[config.mk]
export PLATFORM = sky130hd
export DESIGN_NAME = phy_datapath_bist_and_monitors
export DESIGN_NICKNAME = d
export VERILOG_FILES = /design/src/rtl/bist_pkg.sv /design/src/rtl/phy_datapath_bist_and_monitors.sv
export VERILOG_INCLUDE_DIRS = /design/src /design/src/rtl
export SDC_FILE = /design/constraint.sdc
export NUM_CORES = 1
export LEC_CHECK = 0
export BUFFER_PORTS_ARGS = -buffer_cell sky130_fd_sc_hd__buf_2
export CORE_ASPECT_RATIO = 0.8
export CORE_MARGIN = 3
export CORE_UTILIZATION = 60
export DETAILED_ROUTE_END_ITERATION = 16
export PLACE_DENSITY = 0.78
export SYNTH_ARGS = -nofsm -noshare
export SYNTH_HDL_FRONTEND = slang
export SYNTH_SLANG_ARGS = --single-unit
[constraint.sdc]
create_clock -name clk -period 4 [get_ports clk]
set_input_delay 0.4 -clock clk [delete_from_list [all_inputs] [get_ports clk]]
set_output_delay 0.4 -clock clk [all_outputs]
set_load 0.01 [all_outputs]
[src/rtl/bist_defs.svh]
`ifndef BIST_DEFS_SVH
`define BIST_DEFS_SVH

// register offsets
`define REG_BASIC_CONTROL 16'h0000
`define REG_INTERRUPT_ENABLE 16'h0012
`define REG_LOOPBACK_CONTROL 16'h0016
`define REG_ANALOG_LOOP_CONFIG 16'h0405
`define REG_LINE_TX_CONTROL 16'h041f
`define REG_SERIAL_REVERSE_LOOP 16'h042c
`define REG_ESD_EVENT_STATUS 16'h0442
`define REG_MONITOR_CONFIG 16'h0467
`define REG_SENSOR_SELECT 16'h0468
`define REG_MONITOR_REFRESH 16'h046a
`define REG_SENSOR_READOUT 16'h047b
`define REG_GENERATOR_CONTROL 16'h0619
`define REG_PACKET_PARAMS 16'h061b
`define REG_PRBS_CHECKER 16'h0620
`define REG_PACKET_CONFIG 16'h0624
`define REG_RX_PACKET_COUNT_LOW 16'h063c
`define REG_RX_PACKET_COUNT_HIGH 16'h063d
`define REG_RX_CRC_ERROR_COUNT 16'h063e
`define REG_DIGITAL_FRONTEND_CONTROL 16'h0800

// control values
`define LB_ANALOG 16'h0108
`define AFE_ANALOG 16'h2800
`define LB_DIGITAL 16'h0104
`define DFE_DLB_BIT 11
`define LB_PCS 16'h0101
`define LB_REVERSE 16'h0010
`define SER_REVERSE 16'h0010
`define BASIC_XMII_LB 16'h4140
`define BASIC_MAC_OFF 16'h0540
`define BASIC_SOFT_RST_BIT 15
`define LINE_TX_OFF 16'h1000
`define GEN_PKT 16'h1555
`define GEN_PRBS 16'h0557
`define GEN_CHK_RGMII 16'h1004
`define GEN_CHK_SGMII 16'h1114
`define GEN_REV_RGMII 16'h1005
`define GEN_REV_SGMII 16'h1115
`define PKT_CFG_STD 16'h55bf
`define PRBS_ENABLE_BIT 1
`define INT_ESD_BIT 3
`define MON_INIT 16'h6004
`define MON_PRIO_EN_BIT 2
`define REFRESH_ARM 16'h00a6
`define REFRESH_GO 16'h00a3
`define SEL_VDDA 16'h1920
`define SEL_CORE 16'h2920
`define SEL_VDDIO 16'h3920
`define SEL_TEMP 16'h4920

// field positions
`define PP_LEN_MSB 7
`define PP_IPG_LSB 8
`define PP_IPG_MSB 11
`define PP_CNT_LSB 12
`define PP_CNT_MSB 15
`define PC_FIX_LSB 8
`define PC_FIX_MSB 15
`define READOUT_LSB 7
`define READOUT_MSB 14
`define ESD_CNT_LSB 9
`define ESD_CNT_MSB 14

// reset values and timing
`define PRBS_SEED 8'hff
`define LOCK_MATCHES 3'h7
`define CLK_PERIOD_NS 10
`define MON_POLL_NS 2000
`define MON_POLL_CYC ((`MON_POLL_NS + `CLK_PERIOD_NS - 1) / `CLK_PERIOD_NS)

`endif

[src/rtl/bist_pkg.sv]
package bist_pkg;

typedef struct packed {
    logic valid;
    logic last;
    logic [7:0] data;
} stream_t;

typedef enum logic [1:0] {
    GEN_OFF = 2'b00,
    GEN_DATA = 2'b01,
    GEN_SUM = 2'b10,
    GEN_GAP = 2'b11
} gen_state_t;

typedef enum logic [1:0] {
    MON_IDLE = 2'b00,
    MON_WAIT = 2'b01,
    MON_SAMPLE = 2'b10
} mon_state_t;

typedef struct packed {
    logic [15:0] basic;
    logic [15:0] int_en;
    logic [15:0] lb;
    logic [15:0] afe;
    logic [15:0] line_tx;
    logic [15:0] ser_rev;
    logic [15:0] mon_cfg;
    logic [15:0] sel;
    logic [15:0] gen_ctrl;
    logic [15:0] pkt_par;
    logic [15:0] pkt_cfg;
    logic [15:0] dfe;
    logic prbs_en;
    logic [31:0] rx_cnt;
    logic [15:0] crc_cnt;
    logic [7:0] prbs_err;
    logic prbs_lock;
    logic [2:0] lock_cnt;
    logic [7:0] prbs_prev;
    gen_state_t gen_st;
    logic gen_done;
    logic [7:0] gen_idx;
    logic [3:0] gen_sent;
    logic [3:0] gen_gap;
    logic [7:0] gen_lfsr;
    logic [7:0] gen_sum;
    stream_t gen_out;
    logic [7:0] chk_sum;
    mon_state_t mon_st;
    logic [15:0] mon_timer;
    logic [1:0] mon_idx;
    logic [1:0] mon_rr;
    logic mon_prio_slot;
    logic refresh_armed;
    logic [3:0][7:0] sens_s1;
    logic [3:0][7:0] sens_s2;
    logic [3:0][7:0] samples;
    stream_t loop;
    stream_t mac_rx;
    stream_t line_tx_o;
    logic [15:0] rdata;
    logic ack;
} state_t;

typedef struct packed {
    logic s1;
    logic s2;
    logic s3;
    logic [5:0] cnt;
    logic flag;
} esd_state_t;

endpackage : bist_pkg

[src/rtl/phy_datapath_bist_and_monitors.sv]
`include "bist_defs.svh"

module phy_datapath_bist_and_monitors
    import bist_pkg::*;
(
    input wire logic clk,
    input wire logic resetn,
    input wire logic por_n,
    input wire logic reg_req,
    input wire logic reg_we,
    input wire logic [15:0] reg_addr,
    input wire logic [15:0] reg_wdata,
    output logic [15:0] reg_rdata,
    output logic reg_ack,
    input wire stream_t mac_tx_in,
    input wire stream_t line_rx_in,
    output stream_t mac_rx_out,
    output stream_t line_tx_out,
    input wire logic [3:0][7:0] sensor_code_in,
    input wire logic esd_strike_in,
    output logic esd_irq
);

    // next 8 bits of x^7+x^6+1 from the last 7 bits seen
    function automatic logic [7:0] prbs_next(input logic [7:0] prev);
        logic [6:0] s;
        logic nb;
        logic [7:0] o;
        s = prev[6:0];
        o = 8'h00;
        for (int i = 0; i < 8; i++) begin
            nb = s[6] ^ s[5];
            s = {s[5:0], nb};
            o[7 - i] = nb;
        end
        return o;
    endfunction : prbs_next

    // sensor select decode: {hit, index}
    function automatic logic [2:0] sel_decode(input logic [15:0] v);
        if (v == `SEL_VDDA) begin
            return 3'h4;
        end else if (v == `SEL_CORE) begin
            return 3'h5;
        end else if (v == `SEL_VDDIO) begin
            return 3'h6;
        end else if (v == `SEL_TEMP) begin
            return 3'h7;
        end else begin
            return 3'h0;
        end
    endfunction : sel_decode

    state_t s_q;
    state_t s_d;
    esd_state_t e_q;
    esd_state_t e_d;

    logic wr;
    logic rd;
    logic soft_rst;
    logic lb_analog;
    logic lb_digital;
    logic lb_pcs;
    logic lb_internal;
    logic lb_mac;
    logic lb_rev;
    logic pkt_gen;
    logic pkt_chk;
    logic prbs_mode;
    logic esd_rd;
    logic esd_edge;
    logic [2:0] sel_hit;
    logic [7:0] pay;
    stream_t tx_src;
    stream_t rx_path;
    stream_t chk_in;
    stream_t ltx;
    stream_t mrx;

    assign reg_rdata = s_q.rdata;
    assign reg_ack = s_q.ack;
    assign mac_rx_out = s_q.mac_rx;
    assign line_tx_out = s_q.line_tx_o;
    assign esd_irq = e_q.flag;
    assign esd_edge = e_q.s2 & ~e_q.s3;
    assign esd_rd = reg_req & ~reg_we & (reg_addr == `REG_ESD_EVENT_STATUS);

    always_comb begin
        s_d = s_q;
        wr = reg_req & reg_we;
        rd = reg_req & ~reg_we;
        soft_rst = wr & (reg_addr == `REG_BASIC_CONTROL)
            & reg_wdata[`BASIC_SOFT_RST_BIT];
        lb_analog = (s_q.lb == `LB_ANALOG) & (s_q.afe == `AFE_ANALOG);
        lb_digital = (s_q.lb == `LB_DIGITAL) & s_q.dfe[`DFE_DLB_BIT];
        lb_pcs = s_q.lb == `LB_PCS;
        lb_internal = lb_analog | lb_digital | lb_pcs;
        lb_mac = s_q.basic == `BASIC_XMII_LB;
        lb_rev = (s_q.lb == `LB_REVERSE) | (s_q.ser_rev == `SER_REVERSE);
        pkt_gen = ((s_q.gen_ctrl == `GEN_PKT) & (s_q.pkt_cfg == `PKT_CFG_STD))
            | (s_q.gen_ctrl == `GEN_REV_RGMII)
            | (s_q.gen_ctrl == `GEN_REV_SGMII);
        pkt_chk = pkt_gen | (s_q.gen_ctrl == `GEN_CHK_RGMII)
            | (s_q.gen_ctrl == `GEN_CHK_SGMII);
        prbs_mode = (s_q.gen_ctrl == `GEN_PRBS)
            & (s_q.pkt_cfg == `PKT_CFG_STD);

        // register writes
        s_d.ack = reg_req;
        if (wr) begin
            if (reg_addr == `REG_BASIC_CONTROL) begin
                s_d.basic = reg_wdata;
            end else if (reg_addr == `REG_INTERRUPT_ENABLE) begin
                s_d.int_en = reg_wdata;
            end else if (reg_addr == `REG_LOOPBACK_CONTROL) begin
                s_d.lb = reg_wdata;
            end else if (reg_addr == `REG_ANALOG_LOOP_CONFIG) begin
                s_d.afe = reg_wdata;
            end else if (reg_addr == `REG_LINE_TX_CONTROL) begin
                s_d.line_tx = reg_wdata;
            end else if (reg_addr == `REG_SERIAL_REVERSE_LOOP) begin
                s_d.ser_rev = reg_wdata;
            end else if (reg_addr == `REG_MONITOR_CONFIG) begin
                s_d.mon_cfg = reg_wdata;
            end else if (reg_addr == `REG_SENSOR_SELECT) begin
                s_d.sel = reg_wdata;
            end else if (reg_addr == `REG_GENERATOR_CONTROL) begin
                s_d.gen_ctrl = reg_wdata;
                s_d.gen_done = 1'b0;
                s_d.gen_sent = 4'h0;
                s_d.gen_st = GEN_OFF;
            end else if (reg_addr == `REG_PACKET_PARAMS) begin
                s_d.pkt_par = reg_wdata;
            end else if (reg_addr == `REG_PACKET_CONFIG) begin
                s_d.pkt_cfg = reg_wdata;
            end else if (reg_addr == `REG_DIGITAL_FRONTEND_CONTROL) begin
                s_d.dfe = reg_wdata;
            end
        end

        // register reads, unmapped reads as zero
        sel_hit = sel_decode(s_q.sel);
        s_d.rdata = 16'h0000;
        if (rd) begin
            if (reg_addr == `REG_BASIC_CONTROL) begin
                s_d.rdata = s_q.basic;
            end else if (reg_addr == `REG_INTERRUPT_ENABLE) begin
                s_d.rdata = s_q.int_en;
            end else if (reg_addr == `REG_LOOPBACK_CONTROL) begin
                s_d.rdata = s_q.lb;
            end else if (reg_addr == `REG_ANALOG_LOOP_CONFIG) begin
                s_d.rdata = s_q.afe;
            end else if (reg_addr == `REG_LINE_TX_CONTROL) begin
                s_d.rdata = s_q.line_tx;
            end else if (reg_addr == `REG_SERIAL_REVERSE_LOOP) begin
                s_d.rdata = s_q.ser_rev;
            end else if (reg_addr == `REG_ESD_EVENT_STATUS) begin
                s_d.rdata = {1'b0, e_q.cnt, 8'h00, e_q.flag};
            end else if (reg_addr == `REG_MONITOR_CONFIG) begin
                s_d.rdata = s_q.mon_cfg;
            end else if (reg_addr == `REG_SENSOR_SELECT) begin
                s_d.rdata = s_q.sel;
            end else if (reg_addr == `REG_SENSOR_READOUT) begin
                if (sel_hit[2]) begin
                    s_d.rdata = {1'b0, s_q.samples[sel_hit[1:0]], 7'h00};
                end
            end else if (reg_addr == `REG_GENERATOR_CONTROL) begin
                s_d.rdata = s_q.gen_ctrl;
            end else if (reg_addr == `REG_PACKET_PARAMS) begin
                s_d.rdata = s_q.pkt_par;
            end else if (reg_addr == `REG_PRBS_CHECKER) begin
                s_d.rdata = {7'h00, s_q.prbs_lock, s_q.prbs_err};
            end else if (reg_addr == `REG_PACKET_CONFIG) begin
                s_d.rdata = s_q.pkt_cfg;
            end else if (reg_addr == `REG_RX_PACKET_COUNT_LOW) begin
                s_d.rdata = s_q.rx_cnt[15:0];
            end else if (reg_addr == `REG_RX_PACKET_COUNT_HIGH) begin
                s_d.rdata = s_q.rx_cnt[31:16];
            end else if (reg_addr == `REG_RX_CRC_ERROR_COUNT) begin
                s_d.rdata = s_q.crc_cnt;
            end else if (reg_addr == `REG_DIGITAL_FRONTEND_CONTROL) begin
                s_d.rdata = s_q.dfe;
            end
        end

        // packet / PRBS generator
        if (s_q.pkt_cfg[1]) begin
            pay = prbs_next(s_q.gen_lfsr);
        end else if (s_q.pkt_cfg[0]) begin
            pay = s_q.pkt_cfg[`PC_FIX_MSB:`PC_FIX_LSB];
        end else begin
            pay = s_q.gen_idx;
        end
        s_d.gen_out = '0;
        if (!(pkt_gen | prbs_mode) | s_q.gen_done) begin
            s_d.gen_st = GEN_OFF;
        end else begin
            case (s_q.gen_st)
                GEN_OFF: begin
                    s_d.gen_st = GEN_DATA;
                    s_d.gen_idx = 8'h00;
                    s_d.gen_sum = 8'h00;
                end
                GEN_DATA: begin
                    if (prbs_mode) begin
                        s_d.gen_out = '{1'b1, 1'b0, prbs_next(s_q.gen_lfsr)};
                        s_d.gen_lfsr = prbs_next(s_q.gen_lfsr);
                    end else begin
                        s_d.gen_out = '{1'b1, 1'b0, pay};
                        s_d.gen_sum = s_q.gen_sum ^ pay;
                        s_d.gen_lfsr = s_q.pkt_cfg[1] ? pay : s_q.gen_lfsr;
                        s_d.gen_idx = s_q.gen_idx + 8'h01;
                        if (s_q.gen_idx == s_q.pkt_par[`PP_LEN_MSB:0]) begin
                            s_d.gen_st = GEN_SUM;
                        end
                    end
                end
                GEN_SUM: begin
                    s_d.gen_out = '{1'b1, 1'b1, s_q.gen_sum};
                    s_d.gen_sent = s_q.gen_sent + 4'h1;
                    s_d.gen_gap = s_q.pkt_par[`PP_IPG_MSB:`PP_IPG_LSB];
                    s_d.gen_st = GEN_GAP;
                    if (s_q.pkt_par[`PP_CNT_MSB:`PP_CNT_LSB] != 4'h0
                        && s_q.gen_sent + 4'h1
                        == s_q.pkt_par[`PP_CNT_MSB:`PP_CNT_LSB]) begin
                        s_d.gen_done = 1'b1;
                    end
                end
                GEN_GAP: begin
                    s_d.gen_gap = s_q.gen_gap - 4'h1;
                    if (s_q.gen_gap == 4'h0) begin
                        s_d.gen_st = GEN_OFF;
                    end
                end
                default: s_d.gen_st = GEN_OFF;
            endcase
        end

        // datapath steering
        tx_src = (pkt_gen | prbs_mode) ? s_q.gen_out : mac_tx_in;
        s_d.loop = tx_src;
        rx_path = lb_internal ? s_q.loop : line_rx_in;
        chk_in = lb_mac ? mac_tx_in : rx_path;
        ltx = tx_src;
        if (lb_rev) begin
            ltx = (pkt_gen | prbs_mode) ? s_q.gen_out : line_rx_in;
        end
        if (s_q.line_tx == `LINE_TX_OFF) begin
            ltx.valid = 1'b0;
        end
        s_d.line_tx_o = ltx;
        mrx = chk_in;
        if (s_q.basic == `BASIC_MAC_OFF) begin
            mrx.valid = 1'b0;
        end
        s_d.mac_rx = mrx;

        // packet checker
        if (pkt_chk & chk_in.valid) begin
            if (chk_in.last) begin
                s_d.rx_cnt = s_q.rx_cnt + 32'h1;
                s_d.chk_sum = 8'h00;
                if (chk_in.data != s_q.chk_sum
                    && s_q.crc_cnt != 16'hffff) begin
                    s_d.crc_cnt = s_q.crc_cnt + 16'h1;
                end
            end else begin
                s_d.chk_sum = s_q.chk_sum ^ chk_in.data;
            end
        end

        // PRBS checker, internal generator only
        if (wr && reg_addr == `REG_PRBS_CHECKER) begin
            s_d.prbs_en = reg_wdata[`PRBS_ENABLE_BIT];
            s_d.prbs_err = 8'h00;
        end
        if (!prbs_mode) begin
            s_d.prbs_lock = 1'b0;
            s_d.lock_cnt = 3'h0;
        end else if (chk_in.valid) begin
            s_d.prbs_prev = chk_in.data;
            if (chk_in.data == prbs_next(s_q.prbs_prev)) begin
                if (s_q.lock_cnt == `LOCK_MATCHES) begin
                    s_d.prbs_lock = 1'b1;
                end else begin
                    s_d.lock_cnt = s_q.lock_cnt + 3'h1;
                end
            end else if (s_q.prbs_lock) begin
                if (s_q.prbs_en && s_q.prbs_err != 8'hff) begin
                    s_d.prbs_err = s_q.prbs_err + 8'h01;
                end
            end else begin
                s_d.lock_cnt = 3'h0;
            end
        end

        // sensor monitor, always polling
        s_d.sens_s1 = sensor_code_in;
        s_d.sens_s2 = s_q.sens_s1;
        if (wr && reg_addr == `REG_MONITOR_REFRESH) begin
            s_d.refresh_armed = reg_wdata == `REFRESH_ARM;
        end
        case (s_q.mon_st)
            MON_IDLE: begin
                s_d.mon_st = MON_WAIT;
                s_d.mon_timer = 16'h0000;
            end
            MON_WAIT: begin
                s_d.mon_timer = s_q.mon_timer + 16'h0001;
                if (s_q.mon_timer == 16'(`MON_POLL_CYC - 1)) begin
                    s_d.mon_st = MON_SAMPLE;
                end
            end
            MON_SAMPLE: begin
                s_d.samples[s_q.mon_idx] = s_q.sens_s2[s_q.mon_idx];
                s_d.mon_timer = 16'h0000;
                s_d.mon_st = MON_WAIT;
                s_d.mon_prio_slot = ~s_q.mon_prio_slot;
                if (s_q.mon_cfg[`MON_PRIO_EN_BIT] & ~s_q.mon_prio_slot) begin
                    s_d.mon_idx = s_q.mon_cfg[1:0];
                end else begin
                    // own pointer, so priority slots never starve the rest
                    s_d.mon_idx = s_q.mon_rr;
                    s_d.mon_rr = s_q.mon_rr + 2'h1;
                end
            end
            default: s_d.mon_st = MON_IDLE;
        endcase
        if (wr && reg_addr == `REG_MONITOR_REFRESH
            && reg_wdata == `REFRESH_GO && s_q.refresh_armed) begin
            s_d.mon_st = MON_SAMPLE;
            s_d.mon_idx = 2'h0;
            s_d.mon_rr = 2'h1;
            s_d.mon_prio_slot = 1'b1;
        end

        if (soft_rst) begin
            s_d = '0;
            s_d.gen_lfsr = `PRBS_SEED;
        end
    end

    always_ff @(posedge clk or negedge resetn) begin
        if (!resetn) begin
            s_q <= '0;
            s_q.gen_lfsr <= `PRBS_SEED;
        end else begin
            s_q <= s_d;
        end
    end

    // ESD logging on power-on reset only
    always_comb begin
        e_d = e_q;
        e_d.s1 = esd_strike_in;
        e_d.s2 = e_q.s1;
        e_d.s3 = e_q.s2;
        if (esd_rd) begin
            e_d.flag = 1'b0;
        end
        if (esd_edge) begin
            if (e_q.cnt != 6'h3f) begin
                e_d.cnt = e_q.cnt + 6'h01;
            end
            if (s_q.int_en[`INT_ESD_BIT]) begin
                e_d.flag = 1'b1;
            end
        end
    end

    always_ff @(posedge clk or negedge por_n) begin
        if (!por_n) begin
            e_q <= '0;
        end else begin
            e_q <= e_d;
        end
    end
endmodule : phy_datapath_bist_and_monitors

======== Yosys cells after proc, flatten, opt, wreduce, memory -nomap -nowiden ========
Index checks and enable logic that the tools add are counted.
word-level totals
  bits in registers ....................... 489
  latch bits .............................. 0
  memory bits (writable) .................. 0
  bits in read-only memories .............. 0
  input port bits ......................... 90
  output and inout bits ................... 38
  word-level logic and storage cells ...... 393
  memories ................................ 0
cells by class
  add/sub/neg operators ................... 10
  $mul .................................... 0
  divide/modulo/power cells ............... 0
  $lt $le $gt $ge ......................... 3
  eq/ne operators ......................... 74
  shift-type cells ........................ 0
  multiplexer cells ....................... 136
  bitwise operators ....................... 42
  reduce and logical (&&, ||, !) cells .... 64
operators with widths
  operator                                                                 number
  16-bit two-way mux                                                       33
  481-bit two-way mux                                                      1
  16-bit by 11-bit equality test with 1-bit output, second input constant  17
  192-bit two-way mux                                                      1
  176-bit two-way mux                                                      1
  160-bit two-way mux                                                      1
  8-bit two-way mux                                                        19
  144-bit two-way mux                                                      1
  48-bit two-way mux                                                       3
  128-bit two-way mux                                                      1
  16-bit by 13-bit equality test with 1-bit output, second input constant  7
  112-bit two-way mux                                                      1
  96-bit two-way mux                                                       1
  80-bit two-way mux                                                       1
  16-bit by 5-bit equality test with 1-bit output, second input constant   4
  32-bit two-way mux                                                       2
  64-bit two-way mux                                                       1
  3-bit two-way mux                                                        17
  10-bit two-way mux                                                       5
  16-bit by 14-bit equality test with 1-bit output, second input constant  3
  16-bit by 15-bit equality test with 1-bit output, second input constant  3
  16-bit by 8-bit equality test with 1-bit output, second input constant   3
  16-bit by 9-bit equality test with 1-bit output, second input constant   3
  4-bit two-way mux                                                        12
  other kinds (66)                                                         188

======== Longest topological paths before layout ========
  depth in word-level cells ............... 21
  gate-level depth with buffers ........... 14
  gate-level depth less buffers ........... 10

======== Least setup slack after synthesis ========
Ideal clock, no wire load.
  path kind ............................... input-to-reg
  start point ............................. in reg_addr[4]
  end point ............................... reg s_q[338] in the netlist's numbering
  library setup time ...................... 0.133 ns
  data arrival time ....................... 2.922 ns
  data required time ...................... 3.867 ns
  setup slack ............................. 0.945 ns
  cell stages on the path ................. 11
  path buffers ............................ 3
  path through ............................ buf_2 > nor4b_1 > nand2_1 > or3_1 > clkbuf_1 > and2_1 > and3_1 > and4_1 > nor2_1 > clkbuf_1 > o21ai_0
between the ends
  cells in the longest elaborated chain, start to end .. 5
  elaborated cells between the ends (all ways) .. 23
  classes of those cells .................. eq/ne (16); mux (1); bitwise (2); reduce/logical (4)
ends and longest elaborated chain
  item                                                                                 RTL line                              text
  from (decl)                                                                          phy_datapath_bist_and_monitors.sv:11  input wire logic [15:0] reg_addr,
  16-bit zero test (no source line)                                                    -
  1-bit bitwise AND (2 in series)                                                      phy_datapath_bist_and_monitors.sv:93  soft_rst = wr & (reg_addr == `REG_BASIC_CONTROL)
  2-bit inequality test (no source line) / 2-bit nonzero test (equally long branches)  -
  10-bit AND reduction (no source line)                                                -
  to (decl)                                                                            phy_datapath_bist_and_monitors.sv:54  state_t s_q;
Several ways; a longest one is shown, not always the timed one.
A chain may end at the register's enable or synchronous reset.

======== Worst setup path after layout ========
  start point ............................. reg s_q[425] in the netlist's numbering
  end point ............................... reg s_q[249] in the netlist's numbering
between the ends
  cells in the longest elaborated chain, start to end .. 10
  elaborated cells between the ends (all ways) .. 13
  classes of those cells .................. eq/ne (2); mux (2); bitwise (4); reduce/logical (5)
ends and longest elaborated chain
  item                                                                 RTL line                               text
  16-bit by 14-bit equality test with 1-bit output (no source line) *  -
  1-bit bitwise AND *                                                  phy_datapath_bist_and_monitors.sv:95   lb_analog = (s_q.lb == `LB_ANALOG) & (s_q.afe == `AFE_ANALOG);
  1-bit bitwise OR * (2 in series)                                     phy_datapath_bist_and_monitors.sv:98   lb_internal = lb_analog | lb_digital | lb_pcs;
  10-bit two-way mux *                                                 phy_datapath_bist_and_monitors.sv:243  rx_path = lb_internal ? s_q.loop : line_rx_in;
  10-bit two-way mux *                                                 phy_datapath_bist_and_monitors.sv:244  chk_in = lb_mac ? mac_tx_in : rx_path;
  8-bit inequality test                                                phy_datapath_bist_and_monitors.sv:264  if (chk_in.data != s_q.chk_sum
  1-bit logical AND                                                    phy_datapath_bist_and_monitors.sv:265  && s_q.crc_cnt != 16'hffff) begin
  2-bit nonzero test (no source line)                                  -
  3-bit AND reduction (no source line) *                               -
Every way passes the cells marked *; elsewhere a longest branch is shown, timed or not.

==> reports/summary.txt <==
outcome: finished, final reports clean
Setup CP Type: flip-flop to flip-flop
Pre-antenna DRT Iters: 8
Final Cell Area: 26400 um^2
CTS tree: yes
Die Area: 41730 um^2
R2R depth: 11
Synth Instances: 2470
die width: 227.6 um
Worst-path clk slew: 60 ps
pin count of the biggest net entering global routing: 108
hold path cells: 2
Area Growth Syn to Fin: 11.98%
asr flop ratio synth: 100.0%
switch share: 22.51%
Peak VDD IR: 0.4093 mV
Endpoint, Worst Hold: s_q[130]
internal reg-to-reg setup slack: 250 ps
Flop pwr share: 49.4%
final core utilization: 68.55%
# port buffers: 127
post-route DRC violation count: 0
clk buf depth: 3
clock network power share: 45.9%
crit path max fanout: 14
sequential element share of the synthesized area: 51.94%
root buffer cell: clkbuf_16
WL/cell: 22.92 um
gpl congestion: 1.013
Worst R2R End: s_q[249]
worst skew pair latency: 570 ps
Num Clock Sinks: 489
hold_sp: sensor_code_in[19]
post-route minimum period: 3749 ps
Slew @ Worst Pin: 971.4 ps
die height: 183.3 um
hold_ws: 33.34 ps
setup tns final: 0 ps
Pwr Density: 391.2 nW/um^2
GRT Total Usage: 34.46%
Int Pwr: 0.008004 W
met1 Resource Use GR: 50.78%
crit path launch: s_q[425]
max cap viols: 0
vias in the first global route: 18843
Slew Limit Fails: 0
f_max: 0.2667 GHz
main flop type after synthesis: dfrtp_1
antenna violations before repair: 4
warnings from Yosys: 0
Post-synth EDFFs: 0
Synthesized Nets: 2575
crit path DAT: 4240 ps
post-placement cell area: 24710 um^2
combinational power share: 4.7%
io pins: 128
via count: 19961
Final Net Count: 2648
GR Util met3: 10.42%
postcts setup bufs: 0
total congestion overflow: 0
gr busiest metal: met1
reg2reg start: s_q[425]
Std-Cell Rows: 64
Final period util: 93.72%
TritonCTS Buffers: 48
Total Wirelength: 71.22 mm
mean area per synthesized cell: 9.546 um^2
Antenna Nets Post-Route: 0
Final HPWL DP: 50.44 mm
mapped cell area: 23580 um^2
fraction of layout cells with a size suffix above 1: 13.53%
initial core utilization: 61.21%
Fin. Hold Viols: 0
CTS H-Tree Depth: 2
fillers: 2964
Netlist cell types: 85
Core Region: 38520 um^2
Worst setup EP type: flip-flop
Required @ worst endpoint: 4500 ps
RSZ-0062 raised after global routing: false
DR vias/cell: 6.422
# setup viols final: 0
leak pwr: 11.71 nW
number of DRC markers in iteration 0: 2507
Synth Register Bits: 489
met2 Use GR: 49.60%
Startpoint Class: flip-flop
first-pass GRT wire length: 110.1 mm
clk_skew: 14.05 ps
slew margin rel.: 35.24%
Hold Crit Class: input port to flip-flop
switching power: 0.002326 W
timing repair:
| item | in CTS | in global routing |
|---|---|---|
| resized for setup | 0 | 3 |
| setup endpoints to repair | 0 | 8 |
| hold endpoints to repair | 86 | 0 |
| hold buffers | 3 | 0 |
power by group through the flow:
stage                     clock, W  sequential (W)  combinational [W]
after floorplan                  0         0.00518           0.000212
after global placement           0         0.00519           0.000463
after detailed placement         0         0.00520           0.000472
after CTS                  0.00479         0.00511           0.000478
after global routing       0.00500         0.00512           0.000528
final                      0.00474         0.00511           0.000480
cell usage in the layout (no fill, tap or decap), drive strengths merged, types with 11 or more instances in the layout:
master and count:
nor4b 13, a22oi 26, a211oi 13, nand2 353
inv 24, nand3 60, or3 14, o21ai 267
clkbuf 70, and2 80, xor2 70, nor4 23
nor2b 15, and3 42, a221o 15, xnor2 27
nand4 46, dfrtp 482, mux2i 72, nand2b 25
a222oi 11, a21oi 101, o22ai 13, nor3 38
buf 209, ha 15, nor2 252, o221ai 34
a31oi 11
metal layers:
metal / routed length (um) / vias to the layer above
met5: 11 / -
met4: 2286 / 2
met3: 8640 / 174
met2: 30710 / 1119
met1: 29570 / 9834
li1: - / 8832
state kept, by name, indices dropped and copies added (netlist names):
register	cells
e_d	2
mac_rx_out	10
reg_ack	1
s_q	442
reg_rdata	16
esd_irq	1
line_tx_out	10
e_q	7
worst max-delay path by stage:
stage / endpoint / slack, ps / cells past startpoint
after floorplan: s_q[338] / 940 / 11
after global placement: s_q[241] / 450 / 10
after detailed placement: s_q[249] / 350 / 11
after CTS: s_q[249] / 330 / 11
after global routing: s_q[249] / 20 / 11
final: s_q[249] / 250 / 11
final cells by class:
type | instances | area, um^2 | area share, %
sequential | 489 | 12250 | 46.38
clock inverter | 16 | 212.7 | 0.8056
multi-input combinational | 1768 | 10430 | 39.49
antenna | 1 | 2.502 | 0.009478
tap | 528 | 660.6 | 2.502
clock buffer | 70 | 1435 | 5.436
timing repair buffer | 212 | 1329 | 5.033
inverter | 24 | 90.09 | 0.3412
synth_stat cells, types with 21 or more instances:
library cell | instances | area (um^2)
a21oi_1 | 101 | 505.5
a22oi_1 | 26 | 195.2
and2_1 | 77 | 481.7
and3_1 | 42 | 262.8
buf_4 | 38 | 285.3
clkbuf_1 | 137 | 514.2
dfrtp_1 | 482 | 12060
inv_1 | 24 | 90.09
mux2i_1 | 72 | 720.7
nand2_1 | 353 | 1325
nand2b_1 | 25 | 156.4
nand3_1 | 59 | 295.3
nand4_1 | 45 | 281.5
nor2_1 | 251 | 942.2
nor3_1 | 37 | 185.2
nor4_1 | 21 | 131.4
o21ai_0 | 262 | 1311
o221ai_1 | 34 | 297.8
xnor2_1 | 27 | 236.5
xor2_1 | 70 | 613.1
stage by stage:
stage	power (W)	setup WS, ps	std cells
6_report	0.01033	251.1	3108
5_1_grt	0.01064	18.46	3108
4_1_cts	0.01037	331.4	3107
3_5_place_dp	0.005669	349.5	3018
3_3_place_gp	0.005655	453.2	3018
2_1_floorplan	0.005387	944.9	2470
cell families after synthesis:
logic type	after synthesis	share of synthesized area, %
mux	82	3.916
fa+ha+maj	15	0.7960
compound gates	569	15.12
buf+inv	213	4.081
flops	489	51.94
simple gates	1005	20.55
xor+xnor	97	3.603
worst max-delay path, stage by stage, from the launching register on:
cell,delay (ps)
dfrtp_1,400
nor4b_1,410
nand3_1,400
o21ai_2,370
nand3_1,120
a31oi_1,280
buf_4,200
nand3_2,230
a32oi_2,280
nand2_1,310
or4_1,510
a21oi_1,150
(Power assumes the default switching activity.)
